File: src/acr_pkg.sv
// constants for the algorithm clock and reset controller
// assumes clk_sys stands for the undivided core clock of the manager
package acr_pkg;
  // ---------------------------------------------
  // clocking
  // ---------------------------------------------
  localparam int CORE_MHZ = 200;
  localparam int SYS_PERIOD_PS = 10000;
  localparam int GRP_SHIFT_PS = 250;
  localparam int NUM_GRP = 4;
  localparam int CORE_PERIOD_PS = 1000000 / CORE_MHZ;
  localparam int SRAM_TX_LEAD_PS = CORE_PERIOD_PS / 4;
  localparam int PHASE_W = 12;
  // ---------------------------------------------
  // resets
  // ---------------------------------------------
  localparam int ALG_RST_CYCLES = 4;
  localparam int CORE_RST_HOLD = 8;
  localparam int NUM_MGR = 2;
  // ---------------------------------------------
  // register port
  // ---------------------------------------------
  localparam int ADDR_W = 8;
  localparam int DATA_W = 32;
  localparam logic [7:0] CONTROL_OFS = 8'h00;
  localparam logic [7:0] STATUS_OFS = 8'h04;
  localparam logic [7:0] BUILD_OFS = 8'h08;
  localparam int CTRL_GO_BIT = 0;
  localparam int ST_ALGRST_BIT = 0;
  localparam int ST_CLKEN_BIT = 1;
  localparam int ST_CORERST_BIT = 2;
  localparam int ST_LOCKED_BIT = 3;
  localparam int ST_PEND_BIT = 4;
  localparam int ST_STATE_LSB = 8;
  localparam int BLD_DIV_LSB = 0;
  localparam int BLD_SRAM_LSB = 8;
  // ---------------------------------------------
  // controller states
  // ---------------------------------------------
  typedef enum logic [1:0] {
    ACR_HOLD,
    ACR_PULSE,
    ACR_RUN,
    ACR_DONE
  } acr_state_e;
endpackage : acr_pkg

File: src/acr_alg_clock_reset.sv
// algorithm clock, core reset and algorithm reset controller
// assumes clk_sys is the core clock; lock inputs come from outside
//
// Contract
// - alg clock full rate or divided, aligned
// - alg rising edges land on core edges
// - core clock fixed, manager undivided output
// - build choice selects undivided or divided
// - alg clock gated while block inactive
// - signals to alg change on alg edges
// - four data group clocks, 250 ps apart
// - sram tx clock leads core by quarter
// - primary reset resets managers asynchronously
// - chip reset on primary reset or unlock
// - core reset synchronous to core clock
// - alg reset synchronous to alg clock
// - alg reset held until first go
// - each go: alg reset four alg cycles
// - sram ports enabled by build options
`timescale 1ns/1ps
module acr_alg_clock_reset #(
  parameter int ALG_DIV = 1,
  parameter int CORE_HOLD = acr_pkg::CORE_RST_HOLD,
  parameter int NMGR = acr_pkg::NUM_MGR,
  parameter logic [1:0] SRAM_RD_EN = 2'h1,
  parameter logic [1:0] SRAM_WR_EN = 2'h2
) (
  input wire logic clk_sys,
  input wire logic rst,
  input wire logic [NMGR-1:0] mgrLocked,
  input wire logic algDone,
  input wire logic [acr_pkg::ADDR_W-1:0] regAddr,
  input wire logic [acr_pkg::DATA_W-1:0] regWrData,
  input wire logic regWrStb,
  input wire logic regRdStb,
  output logic [acr_pkg::DATA_W-1:0] regRdData,
  output logic mgrReset,
  output logic chipRst,
  output logic coreRst,
  output logic algClkEnable,
  output logic algClkTick,
  output logic algUseDivided,
  output logic algRst,
  output logic [1:0] sramRdAlg,
  output logic [1:0] sramWrAlg,
  output logic [1:0] dmaRdBlocked,
  output logic [1:0] dmaWrBlocked,
  output logic [acr_pkg::NUM_GRP*acr_pkg::PHASE_W-1:0] dataGroupPhase,
  output logic [acr_pkg::PHASE_W-1:0] sramTxLeadPs
);
  import acr_pkg::*;

  localparam int PW = (ALG_DIV > 1) ? $clog2(ALG_DIV) : 1;
  localparam int HW = $clog2(CORE_HOLD + 1);
  localparam logic [PW-1:0] PH_LAST = PW'(ALG_DIV - 1);
  localparam logic [1:0] RST_LAST = 2'(ALG_RST_CYCLES - 1);

  // ---------------------------------------------
  // lock synchroniser and chip reset
  // ---------------------------------------------
  logic [NMGR-1:0] lockMeta;
  logic [NMGR-1:0] lockSync;
  logic allLocked;
  logic next_chipRst;
  logic [HW-1:0] holdCnt;
  logic [HW-1:0] next_holdCnt;
  logic next_coreRst;

  assign allLocked = &lockSync;

  always_comb begin
    // lock may drop at any time; no clean relation to clk_sys
    next_chipRst = ~allLocked;
    next_holdCnt = holdCnt;
    next_coreRst = coreRst;
    if (chipRst) begin
      next_holdCnt = HW'(CORE_HOLD);
      next_coreRst = 1'b1;
    end else if (holdCnt != '0) begin
      next_holdCnt = holdCnt - HW'(1);
    end else begin
      next_coreRst = 1'b0;
    end
  end

  // primary reset forces manager reset at once, without the clock
  always_ff @(posedge clk_sys or posedge rst) begin
    if (rst) begin
      mgrReset <= 1'b1;
      lockMeta <= '0;
      lockSync <= '0;
      chipRst <= 1'b1;
      holdCnt <= HW'(CORE_HOLD);
      coreRst <= 1'b1;
    end else begin
      mgrReset <= 1'b0;
      lockMeta <= mgrLocked;
      lockSync <= lockMeta;
      chipRst <= next_chipRst;
      holdCnt <= next_holdCnt;
      coreRst <= next_coreRst;
    end
  end

  // ---------------------------------------------
  // algorithm clock phase
  // ---------------------------------------------
  // clk_sys is the undivided manager output, also its feedback
  // phase 0 marks a core edge that is also an alg clock edge
  logic [PW-1:0] phaseCnt;
  logic [PW-1:0] next_phaseCnt;
  logic edgeNow;

  assign edgeNow = (phaseCnt == '0);

  always_comb begin
    next_phaseCnt = phaseCnt;
    if (coreRst || phaseCnt == PH_LAST) begin
      next_phaseCnt = '0;
    end else begin
      next_phaseCnt = phaseCnt + PW'(1);
    end
  end

  // ---------------------------------------------
  // register port
  // ---------------------------------------------
  logic goPend;
  logic next_goPend;
  logic goAccept;
  logic goWrite;
  logic [DATA_W-1:0] next_regRdData;
  acr_state_e state;
  acr_state_e next_state;

  assign goWrite = regWrStb && regAddr == CONTROL_OFS && regWrData[CTRL_GO_BIT];

  always_comb begin
    next_regRdData = '0;
    if (regRdStb) begin
      if (regAddr == STATUS_OFS) begin
        next_regRdData[ST_ALGRST_BIT] = algRst;
        next_regRdData[ST_CLKEN_BIT] = algClkEnable;
        next_regRdData[ST_CORERST_BIT] = coreRst;
        next_regRdData[ST_LOCKED_BIT] = allLocked;
        next_regRdData[ST_PEND_BIT] = goPend;
        next_regRdData[ST_STATE_LSB +: 2] = state;
      end else if (regAddr == BUILD_OFS) begin
        next_regRdData[BLD_DIV_LSB +: 8] = 8'(ALG_DIV);
        next_regRdData[BLD_SRAM_LSB +: 4] = {SRAM_WR_EN, SRAM_RD_EN};
      end else begin
        next_regRdData = '0;
      end
    end
  end

  always_comb begin
    // a go written in the accept cycle stays pending: set wins
    next_goPend = goPend;
    if (coreRst) begin
      next_goPend = 1'b0;
    end else if (goWrite) begin
      next_goPend = 1'b1;
    end else if (goAccept) begin
      next_goPend = 1'b0;
    end
  end

  // ---------------------------------------------
  // algorithm controller
  // ---------------------------------------------
  logic [1:0] pulseCnt;
  logic [1:0] next_pulseCnt;
  logic next_algRst;
  logic next_algClkEnable;
  logic next_algClkTick;
  logic algActive;

  // go is only taken on an alg edge so reset rises on one
  assign goAccept = goPend && edgeNow && !coreRst;

  always_comb begin
    next_state = state;
    next_pulseCnt = pulseCnt;
    next_algRst = algRst;
    next_algClkEnable = algClkEnable;
    if (coreRst) begin
      next_state = ACR_HOLD;
      next_pulseCnt = '0;
      next_algRst = 1'b1;
      next_algClkEnable = 1'b0;
    end else if (edgeNow) begin
      case (state)
        ACR_HOLD: begin
          next_algRst = 1'b1;
          next_algClkEnable = 1'b0;
        end
        ACR_PULSE: begin
          if (pulseCnt == RST_LAST) begin
            next_state = ACR_RUN;
            next_algRst = 1'b0;
          end else begin
            next_pulseCnt = pulseCnt + 2'h1;
          end
        end
        ACR_RUN: begin
          if (algDone) begin
            next_state = ACR_DONE;
            next_algClkEnable = 1'b0;
          end
        end
        ACR_DONE: begin
          // reset stays low so alg state can be inspected
          next_algRst = 1'b0;
          next_algClkEnable = 1'b0;
        end
        default: begin
          next_state = ACR_HOLD;
        end
      endcase
      // a new go restarts from any state
      if (goAccept) begin
        next_state = ACR_PULSE;
        next_pulseCnt = '0;
        next_algRst = 1'b1;
        next_algClkEnable = 1'b1;
      end
    end
  end

  assign algActive = (state == ACR_PULSE) || (state == ACR_RUN);

  // tick marks the cycle just after a gated alg rising edge
  assign next_algClkTick = edgeNow && algClkEnable && !coreRst;

  always_ff @(posedge clk_sys or posedge rst) begin
    if (rst) begin
      phaseCnt <= '0;
      goPend <= 1'b0;
      regRdData <= '0;
      state <= ACR_HOLD;
      pulseCnt <= '0;
      algRst <= 1'b1;
      algClkEnable <= 1'b0;
      algClkTick <= 1'b0;
    end else begin
      phaseCnt <= next_phaseCnt;
      goPend <= next_goPend;
      regRdData <= next_regRdData;
      state <= next_state;
      pulseCnt <= next_pulseCnt;
      algRst <= next_algRst;
      algClkEnable <= next_algClkEnable;
      algClkTick <= next_algClkTick;
    end
  end

  // ---------------------------------------------
  // build-time routing and clock phases
  // ---------------------------------------------
  // only one ALG_DIV value exists, so exactly one rate is chosen
  logic [NUM_GRP*PHASE_W-1:0] grpPhase;

  always_comb begin
    grpPhase = '0;
    for (int g = 0; g < NUM_GRP; g++) begin
      grpPhase[g*PHASE_W +: PHASE_W] = PHASE_W'(g * GRP_SHIFT_PS);
    end
  end

  always_ff @(posedge clk_sys or posedge rst) begin
    if (rst) begin
      algUseDivided <= 1'b0;
      sramRdAlg <= '0;
      sramWrAlg <= '0;
      dmaRdBlocked <= '0;
      dmaWrBlocked <= '0;
      dataGroupPhase <= '0;
      sramTxLeadPs <= '0;
    end else begin
      algUseDivided <= (ALG_DIV > 1);
      sramRdAlg <= SRAM_RD_EN;
      sramWrAlg <= SRAM_WR_EN;
      // dma loses an alg-enabled port only while the alg is in the pulse or run state
      dmaRdBlocked <= SRAM_RD_EN & {2{algActive}};
      dmaWrBlocked <= SRAM_WR_EN & {2{algActive}};
      dataGroupPhase <= grpPhase;
      sramTxLeadPs <= PHASE_W'(SRAM_TX_LEAD_PS);
    end
  end

  // ---------------------------------------------
  // checks
  // ---------------------------------------------
  logic [2:0] hEdges;

  always_ff @(posedge clk_sys or posedge rst) begin
    if (rst) begin
      hEdges <= '0;
    end else if (state != ACR_PULSE) begin
      hEdges <= '0;
    end else if (edgeNow) begin
      hEdges <= hEdges + 3'h1;
    end
  end
endmodule : acr_alg_clock_reset

File: config.mk
export PLATFORM = sky130hd
export DESIGN_NAME = acr_alg_clock_reset
export DESIGN_NICKNAME = d
export VERILOG_FILES = /design/src/acr_pkg.sv /design/src/acr_alg_clock_reset.sv
export SDC_FILE = /design/constraint.sdc
export NUM_CORES = 1
export LEC_CHECK = 0
export ABC_AREA = 0
export ABC_CLOCK_PERIOD_IN_PS = 2350
export BUFFER_PORTS_ARGS = -buffer_cell sky130_fd_sc_hd__buf_2
export CORE_UTILIZATION = 43
export DETAILED_ROUTE_END_ITERATION = 8
export PLACE_DENSITY = 0.9
export SLEW_MARGIN = 30
export SYNTH_ARGS = -nofsm -noshare
export SYNTH_HDL_FRONTEND = slang
export SYNTH_SLANG_ARGS = --single-unit
File: constraint.sdc
create_clock -name clk_sys -period 2.35 [get_ports clk_sys]
set_input_delay 0.3525 -clock clk_sys [delete_from_list [all_inputs] [get_ports clk_sys]]
set_output_delay 0.3525 -clock clk_sys [all_outputs]
set_load 0.05 [all_outputs]
# After elaboration in Yosys (flattened, before gate mapping)
# Cells that the tools add are included.
# classes
addsub,3
n_eq_ne,11
n_mux,35
bitwise_logic,2
reduce_logical,24
# op_table
cell,n
$mux 12,2
$mux 2,12
$mux 1,14
$reduce_bool 4->1,3
$reduce_and 3->1,3
$eq 8x3->1 const B,1
$eq 8x4->1 const B,1
$logic_not 8->1,1
$mux 4,2
$ne 4x4->1 const B,2
$eq 2x2->1 const B,3
$logic_and 1x1->1,6
$reduce_bool 3->1,2
$mux 5,1
$reduce_bool 5->1,1
$ne 2x2->1 const B,2
$pmux 2 s2,1
$reduce_and 4->1,1
$sub 4x1->4 const B,1
$mux 3,1
$ne 3x3->1 const B,1
$pmux 1 s3,1
$add 2x1->2 const B,1
$eq 2x1->1 const B,1
other kinds (9),11
# word_totals
ff_bits,56
inputBits,47
output_inout_bits,107

# Depth between registers and ports, before layout
# Gate-level depths: netlist (run 1).
# depth
depth_word,6
depth_mapped,5

# Least setup slack after synthesis (run 1)
# Ideal clock, no wire load.
# synth_timing
kind,register -> output
startpoint,"register, netlist name sramTxLeadPs[1]"
endpoint,output port dataGroupPhase[15] (netlist bit)
arrival_time_ns,1.300
required_time_ns,1.997
setup_slack_ns,0.697
stages_incl_launch_ff,2
path_buffers,1
cell_sequence,dfrtp_1 buf_4
# synth_rtl
element,line_no,text
end: declaration,acr_alg_clock_reset.sv:48,"output logic [acr_pkg::NUM_GRP*acr_pkg::PHASE_W-1:0] dataGroupPhase,"

==> results by group, run 1 <==
Setup path
  – Max stage delay on crit path: roughly 0.65 ns
  – Crit Path Class: reg -> out
  – Crit path cell chain: buf_2
  – Worst path slowest cell: dfrtp_1
  – Critical Path Start Type: flop
  – CP Launch Point: sramTxLeadPs[1]
  – CP Capture Type: output pin
  – Worst Path Max Fanout: 26
  – Crit-path leading delay family: flip-flops
  – Worst R2R Start: state[0]
  – WP data arrival: roughly 1.3 ns
  – Worst Path Buf+Inv: 1
  – Worst endpoint required time: 2.00 ns

Place
  – Detail Placement HPWL: 2.17 mm
  – IO buf count: 57
  – Routability Congestion: 0.826

Timing
  – RSZ-0062 raised after global routing: false
  – Fin crit period: 1.64 ns
  – Crit share post-route: 0.698
  – Fmax: about 610 MHz
  – Final hold violations: 0
  – Slew Viols, Final: 0
  – Layout Skew: ~0.0010 ns
  – Final setup violation count: 0
  – Setup TNS: 0 ns
  – Hold slack final: about 0.13 ns

Pwr
  – Psw: between 500 and 600 uW
  – Clock power frac: 0.302
  – Cell Int Power: between 800 and 900 uW
  – Sequential share of power: 0.402
  – Net Sw Frac: 0.402
  – Logic gate share of total power: 0.296
  – Lkg Pwr: between 0.001 and 0.0015 uW
  – Max VDD drop: roughly 0.55 mV
  – Pwr Density: approximately 700 mW/mm2

Synth
  – Sequential area share after synthesis: 0.385
  – Commonest cells post-synth: buf_4 (91), dfrtp_1 (25), nor2_1 (11)
  – Yosys warns: 0
  – Ys async rst share: 1.00
  – Post-synthesis register bit count: 30
  – Synthesized area: between 0.0015 and 0.002 mm2
  – Leading area contributor after synthesis: buf_4
  – Area contributors post-synth: buf_4 (35%), dfrtp_1 (32%), dfstp_2 (6.7%)
  – Main synth FF type: dfrtp_1
  – Post-Syn Instances: approximately 200
  – Count leader, synth: buf_4
  – Share of the synthesized area in the top cell type: 0.347
  – Netlist cell types: 34
  – Syn_area_per_cell: 9.64 um2
  – EDFF count, synth: 0

Clocking
  – CTS clock-pin slew for the worst setup and hold paths: around 0.060 ns
  – # H-tree levels: 2
  – Worst-case clock buffer depth: 2
  – Clk_lat worst skew: 0.27 ns
  – Setup Fix Bufs, Post-CTS: 0
  – Clock Sinks: 30
  – Clock root buffer master: clkbuf_8
  – Post-cts sizing count: 0
  – CTS tree: done
  – CTS Buf Count: 5
  – # hold bufs at CTS: 0

Outcome
  – Status: completed

Route
  – Vias per cell: between 4 and 5
  – Metal3 WL: between 150 and 200 um
  – Met2 routed WL: between 1 and 1.5 mm
  – Number of DRC markers in iteration 0: 20
  – Post-DRT Antenna Nets: 0
  – Vias: 1197
  – Remaining DRCs: 0
  – Mean routed wirelength per cell: a little over 9 um
  – Routed WL: roughly 2.7 mm
  – Initial DRT Pass Iterations: 4
  – M1 WL: 1.05 mm
  – DR top layer: met4

Floorplan
  – Starting Density: 0.449
  – Die Ht: 69.6 um
  – Die X-Extent: 69.6 um
  – Row cnt: 24
  – Core Footprint: 0.00438 mm2
  – DIE AREA: ~0.0048 mm2
  – Ports: approximately 150

Worst hold path
  – HP Class: in -> async

Cells and area
  – Antenna fix cells: 0
  – Area Overhead vs Synth: 0.445%
  – Share of cells above drive strength 1: 0.299
  – FILL cells: about 440
  – Seq. cell area: between 700 and 800 um2
  – Layout Utilization: 0.451
  – Multi-input logic area: 737 um2
  – Net count, final: ~300

Global routing
  – Initial antenna violation count: 0
  – Global-route wire length before repair: 4.33 mm
  – Vias in the first global route: 960
  – Overall global routing resource usage: 0.112
  – Largest net degree at the start of global routing: 31
  – Grt total ovfl: 0

Run
  – # Max-Cap Violations: 0
flip-flops by register name, indices dropped and copies added (netlist names):
name / cells
pulseCnt: 2
sramTxLeadPs: 1
algClkTick: 1
regRdData: 8
lockSync: 2
dmaWrBlocked: 1
coreRst: 1
goPend: 1
lockMeta: 2
chipRst: 1
algClkEnable: 1
mgrReset: 1
algRst: 1
phaseCnt: 1
state: 2
holdCnt: 4
path summary, 6_finish.rpt:
kind,endpoint,slack [ns],cells past startpoint
worst max register to register,state[1],0.77,5
worst min-delay path,holdCnt[2],0.13,3
max in group asynchronous,algRst,1.90,3
min in group clk_sys,lockMeta[1],0.19,1
worst max-delay path,dataGroupPhase[16],0.71,1
worst min register to register,lockSync[0],0.35,0
layout make-up:
class                      instances  area share
tap                               52      0.0329
sequential                        30       0.383
inverter                           9      0.0171
clock buffer                       8      0.0456
timing repair buffer              58       0.148
multi-input combinational        139       0.373
layout by cell type, fill, tap and decap left out, drive strengths merged, types with 2 or more instances in the layout:
master   n
buf     58
clkbuf   8
nor3     4
nand3    3
nor4     2
or3b     2
a211oi   2
or4      2
nor2    11
dfstp    5
nand2b   5
a21oi    5
ha       9
dfrtp   25
inv      9
nand2    8
conb    68
a31oi    3
cell families after synthesis:
kind of cell	count (synthesis)	share of synthesized area
xor+xnor	1	0.00445
buf+inv	101	0.366
compound gates	17	0.0592
flops	30	0.385
simple gates	44	0.124
fa+ha+maj	9	0.0573
other cells	2	0.00382
metal layers:
metal	up-vias	GRT usage
li1	579	-
met1	551	0.122
met2	63	0.207
met3	4	0.0291
met4	0	0.0400
met5	-	0
power by group through the flow:
stage | logic (uW) | clock network [uW] | registers [uW]
2_1_floorplan | 463 | 0 | 566
3_3_place_gp | 399 | 0 | 556
3_5_place_dp | 403 | 0 | 557
4_1_cts | 403 | 428 | 548
5_1_grt | 421 | 448 | 550
6_report | 404 | 413 | 548
through the flow:
step                setup WS (ns)  instance area, um2  power [uW]  instances
floorplan                   0.697                2210        1030        270
global placement            0.804                1890         955        288
detailed placement          0.777                1890         960        288
CTS                         0.681                1980        1380        296
global route                0.587                1980        1420        296
finish                      0.711                1980        1360        296
(Power assumes the default switching activity.)
==> inputs of run 2 (changes only) <==
Settings changed: ABC_CLOCK_PERIOD_IN_PS 2350 to 1450, CORE_UTILIZATION 43 to 36, PLACE_DENSITY 0.9 to 0.81.
Clock period 2.35 ns to 1.45 ns, I/O delays scaled along.
==> results by group, run 2 (synthesis gave the netlist of run 1 again) <==
Route
  – Remaining DRCs: 0 (unchanged)
  – Number of DRC markers in iteration 0: 23 (+15%)
  – Mean routed wirelength per cell: 9.87 um (+6.3%)
  – Vias: 1261 (+5.3%)
  – Post-DRT Antenna Nets: 0 (unchanged)
  – Routed WL: 3.21 mm (+17%)
  – Initial DRT Pass Iterations: 4 (unchanged)
  – Vias per cell: 3.88 (-4.1%)

Setup path
  – Worst Path Buf+Inv: 1 (unchanged)
  – Critical Path Start Type: flop
  – R2R setup slack: -0.02 ns (-0.79 ns)
  – Worst Path Max Fanout: 3 (-88%)
  – Critical path depth in cells: 5 (+4)
  – Crit Path Class: reg -> reg
  – Crit-path leading delay family: simple AND/OR/NAND/NOR gates
  – WP data arrival: 1.63 ns (+0.34 ns)
  – RR Endpoint: state[1]
  – Worst R2R Start: state[0]
  – CP Capture Type: flop
  – Crit path cell chain: inv_1, ha_1, or3b_4, a41oi_2, nor3_1
  – Reg2Reg Depth: 5 (unchanged)
  – Max stage delay on crit path: 0.42 ns (-0.23 ns)
  – Worst path slowest cell: or3b_4
  – Worst endpoint required time: 1.61 ns (-0.39 ns)

Pwr
  – Pwr Density: 1040 mW/mm2 (+51%)
  – Max VDD drop: 0.623 mV (+13%)
  – Lkg Pwr: 0.00114 uW (+5.3%)
  – Tot Pwr: 2220 uW (+63%)

Cells and area
  – Finished layout cell area: 0.00213 mm2 (+7.7%)
  – Top reg by flops: regRdData
  – Antenna fix cells: 0 (unchanged)
  – Share of cells above drive strength 1: 0.376 (+0.0773)
  – Area Overhead vs Synth: 8.21%
  – Max FFs per register: 8 (unchanged)
  – Commonest non-fill, non-tap cell in the layout: conb_1
  – Regs by FF count: regRdData: 8 flops, holdCnt: 4 flops
  – Commonest cells after routing, fill and taps aside: conb_1 (68), buf_2 (57), dfrtp_1 (24), buf_4 (13), nor2_1 (10)
  – Net count, final: 311 (+4.0%)

Run
  – # Max-Cap Violations: 0 (unchanged)

Clocking
  – # H-tree levels: 2 (unchanged)
  – CTS clock-pin slew for the worst setup and hold paths: 0.06 ns (about the same)
  – # hold bufs at CTS: 0 (unchanged)
  – CTS tree: done
  – Clock Sinks: 30 (unchanged)
  – Clk_lat worst skew: 0.27 ns (about the same)
  – CTS Buf Count: 5 (unchanged)
  – Clock root buffer master: clkbuf_8
  – Worst-case clock buffer depth: 2 (unchanged)

Place
  – Routability Congestion: 0.883 (+6.8%)
  – Detail Placement HPWL: 2.34 mm (+7.6%)
  – IO buf count: 57 (unchanged)
  – Cell Area, Placed: 0.00195 mm2 (+3.6%)

Timing
  – Fmax: about 680 MHz
  – Layout Skew: 0.00571 ns (+0.00468 ns)
  – RSZ-0062 raised after global routing: true
  – Crit share post-route: 1.01
  – Slew Viols, Final: 0 (unchanged)
  – Setup slack after layout: -0.0208 ns (-0.731 ns)
  – Fin crit period: between 1 and 1.5 ns
  – Final hold violations: 0 (unchanged)
  – Final setup violation count: 1 (+1)

Outcome
  – Violations in the final reports: setup timing
  – Status: finished, violations left

Global routing
  – Vias in the first global route: 1096 (+14%)
  – Grt total ovfl: 0 (unchanged)
  – Largest net degree at the start of global routing: 31 (unchanged)
  – Global-route wire length before repair: 4.86 mm (+12%)
  – Overall global routing resource usage: 0.105 (-0.00679)
  – Initial antenna violation count: 0 (unchanged)

Floorplan
  – Die Ht: 75.9 um (+9.0%)
  – Row cnt: 26 (+8.3%)
  – Core Footprint: 0.00517 mm2 (+18%)
  – Die X-Extent: 75.9 um (+9.0%)
  – DIE AREA: 0.00576 mm2 (+19%)
  – Ports: 154 (unchanged)
  – Starting Density: 0.380 (-0.0684)

Worst hold path
  – HP Class: in -> async
[run 2: per-layer routing]
metal | part of all wire | vias to the layer above | routed length, um | track usage
li1 | - | 605 | - | -
met1 | 0.40 | 583 | 1290 | 0.112
met2 | 0.53 | 73 | 1710 | 0.200
met3 | 0.066 | 0 | 211 | 0.0361
met4 | 0 | 0 | 0 | 0.0173
met5 | 0 | - | 0 | 0
[run 2: what timing repair did]
item | 4_1_cts | 5_1_grt
pin swaps | 0 | 2
endpoints found under the setup margin | 1 | 6
resized for setup | 1 | 9
cloned | 0 | 0
buffers inserted | 1 | 5
[run 2: stage by stage]
step	TNS [ns]	setup WS (ns)	hold slack, ns	utilization	cells
global route	-0.140	-0.0487	0.0325	0.411	325
global placement	0	0.0422	0.326	0.378	312
finish	-0.0208	-0.0208	0.0161	0.411	325
detailed placement	-0.0317	-0.0317	0.320	0.378	312
CTS	0	0.00247	0.0237	0.396	320
floorplan	0	0.00664	0.249	-	270
[run 2: worst max-delay path by stage]
stage | end | startpoint | slack, ns
final | state[1] | state[0] | -0.02
after global routing | state[1] | state[0] | -0.05
after global placement | state[1] | state[0] | 0.04
after floorplan | state[1] | state[0] | 0.007
after detailed placement | pulseCnt[0] | state[1] | -0.03
after CTS | state[0] | state[0] | 0.002
[run 2: final cells by class]
class                           instances  area, um2
Multi-Input combinational cell        139        779
Clock buffer                            7       86.3
Inverter                                9       33.8
Fill cell                             490       3040
Sequential cell                        30        758
Tap cell                               70       87.6
Timing Repair Buffer                   70        383
[run 2: power breakdown]
group / switching, uW / internal (uW) / total, uW / leakage [uW]
registers: 21.3 / 864 / 885 / 0.000385
logic: 593 / 81.1 / 674 / 0.000711
clock network: 283 / 376 / 658 / 0.0000443
[run 2: worst min-delay path, stage by stage]
cell and delay, ns:
buf_2 0.10, inv_1 0.04, buf_4 0.34
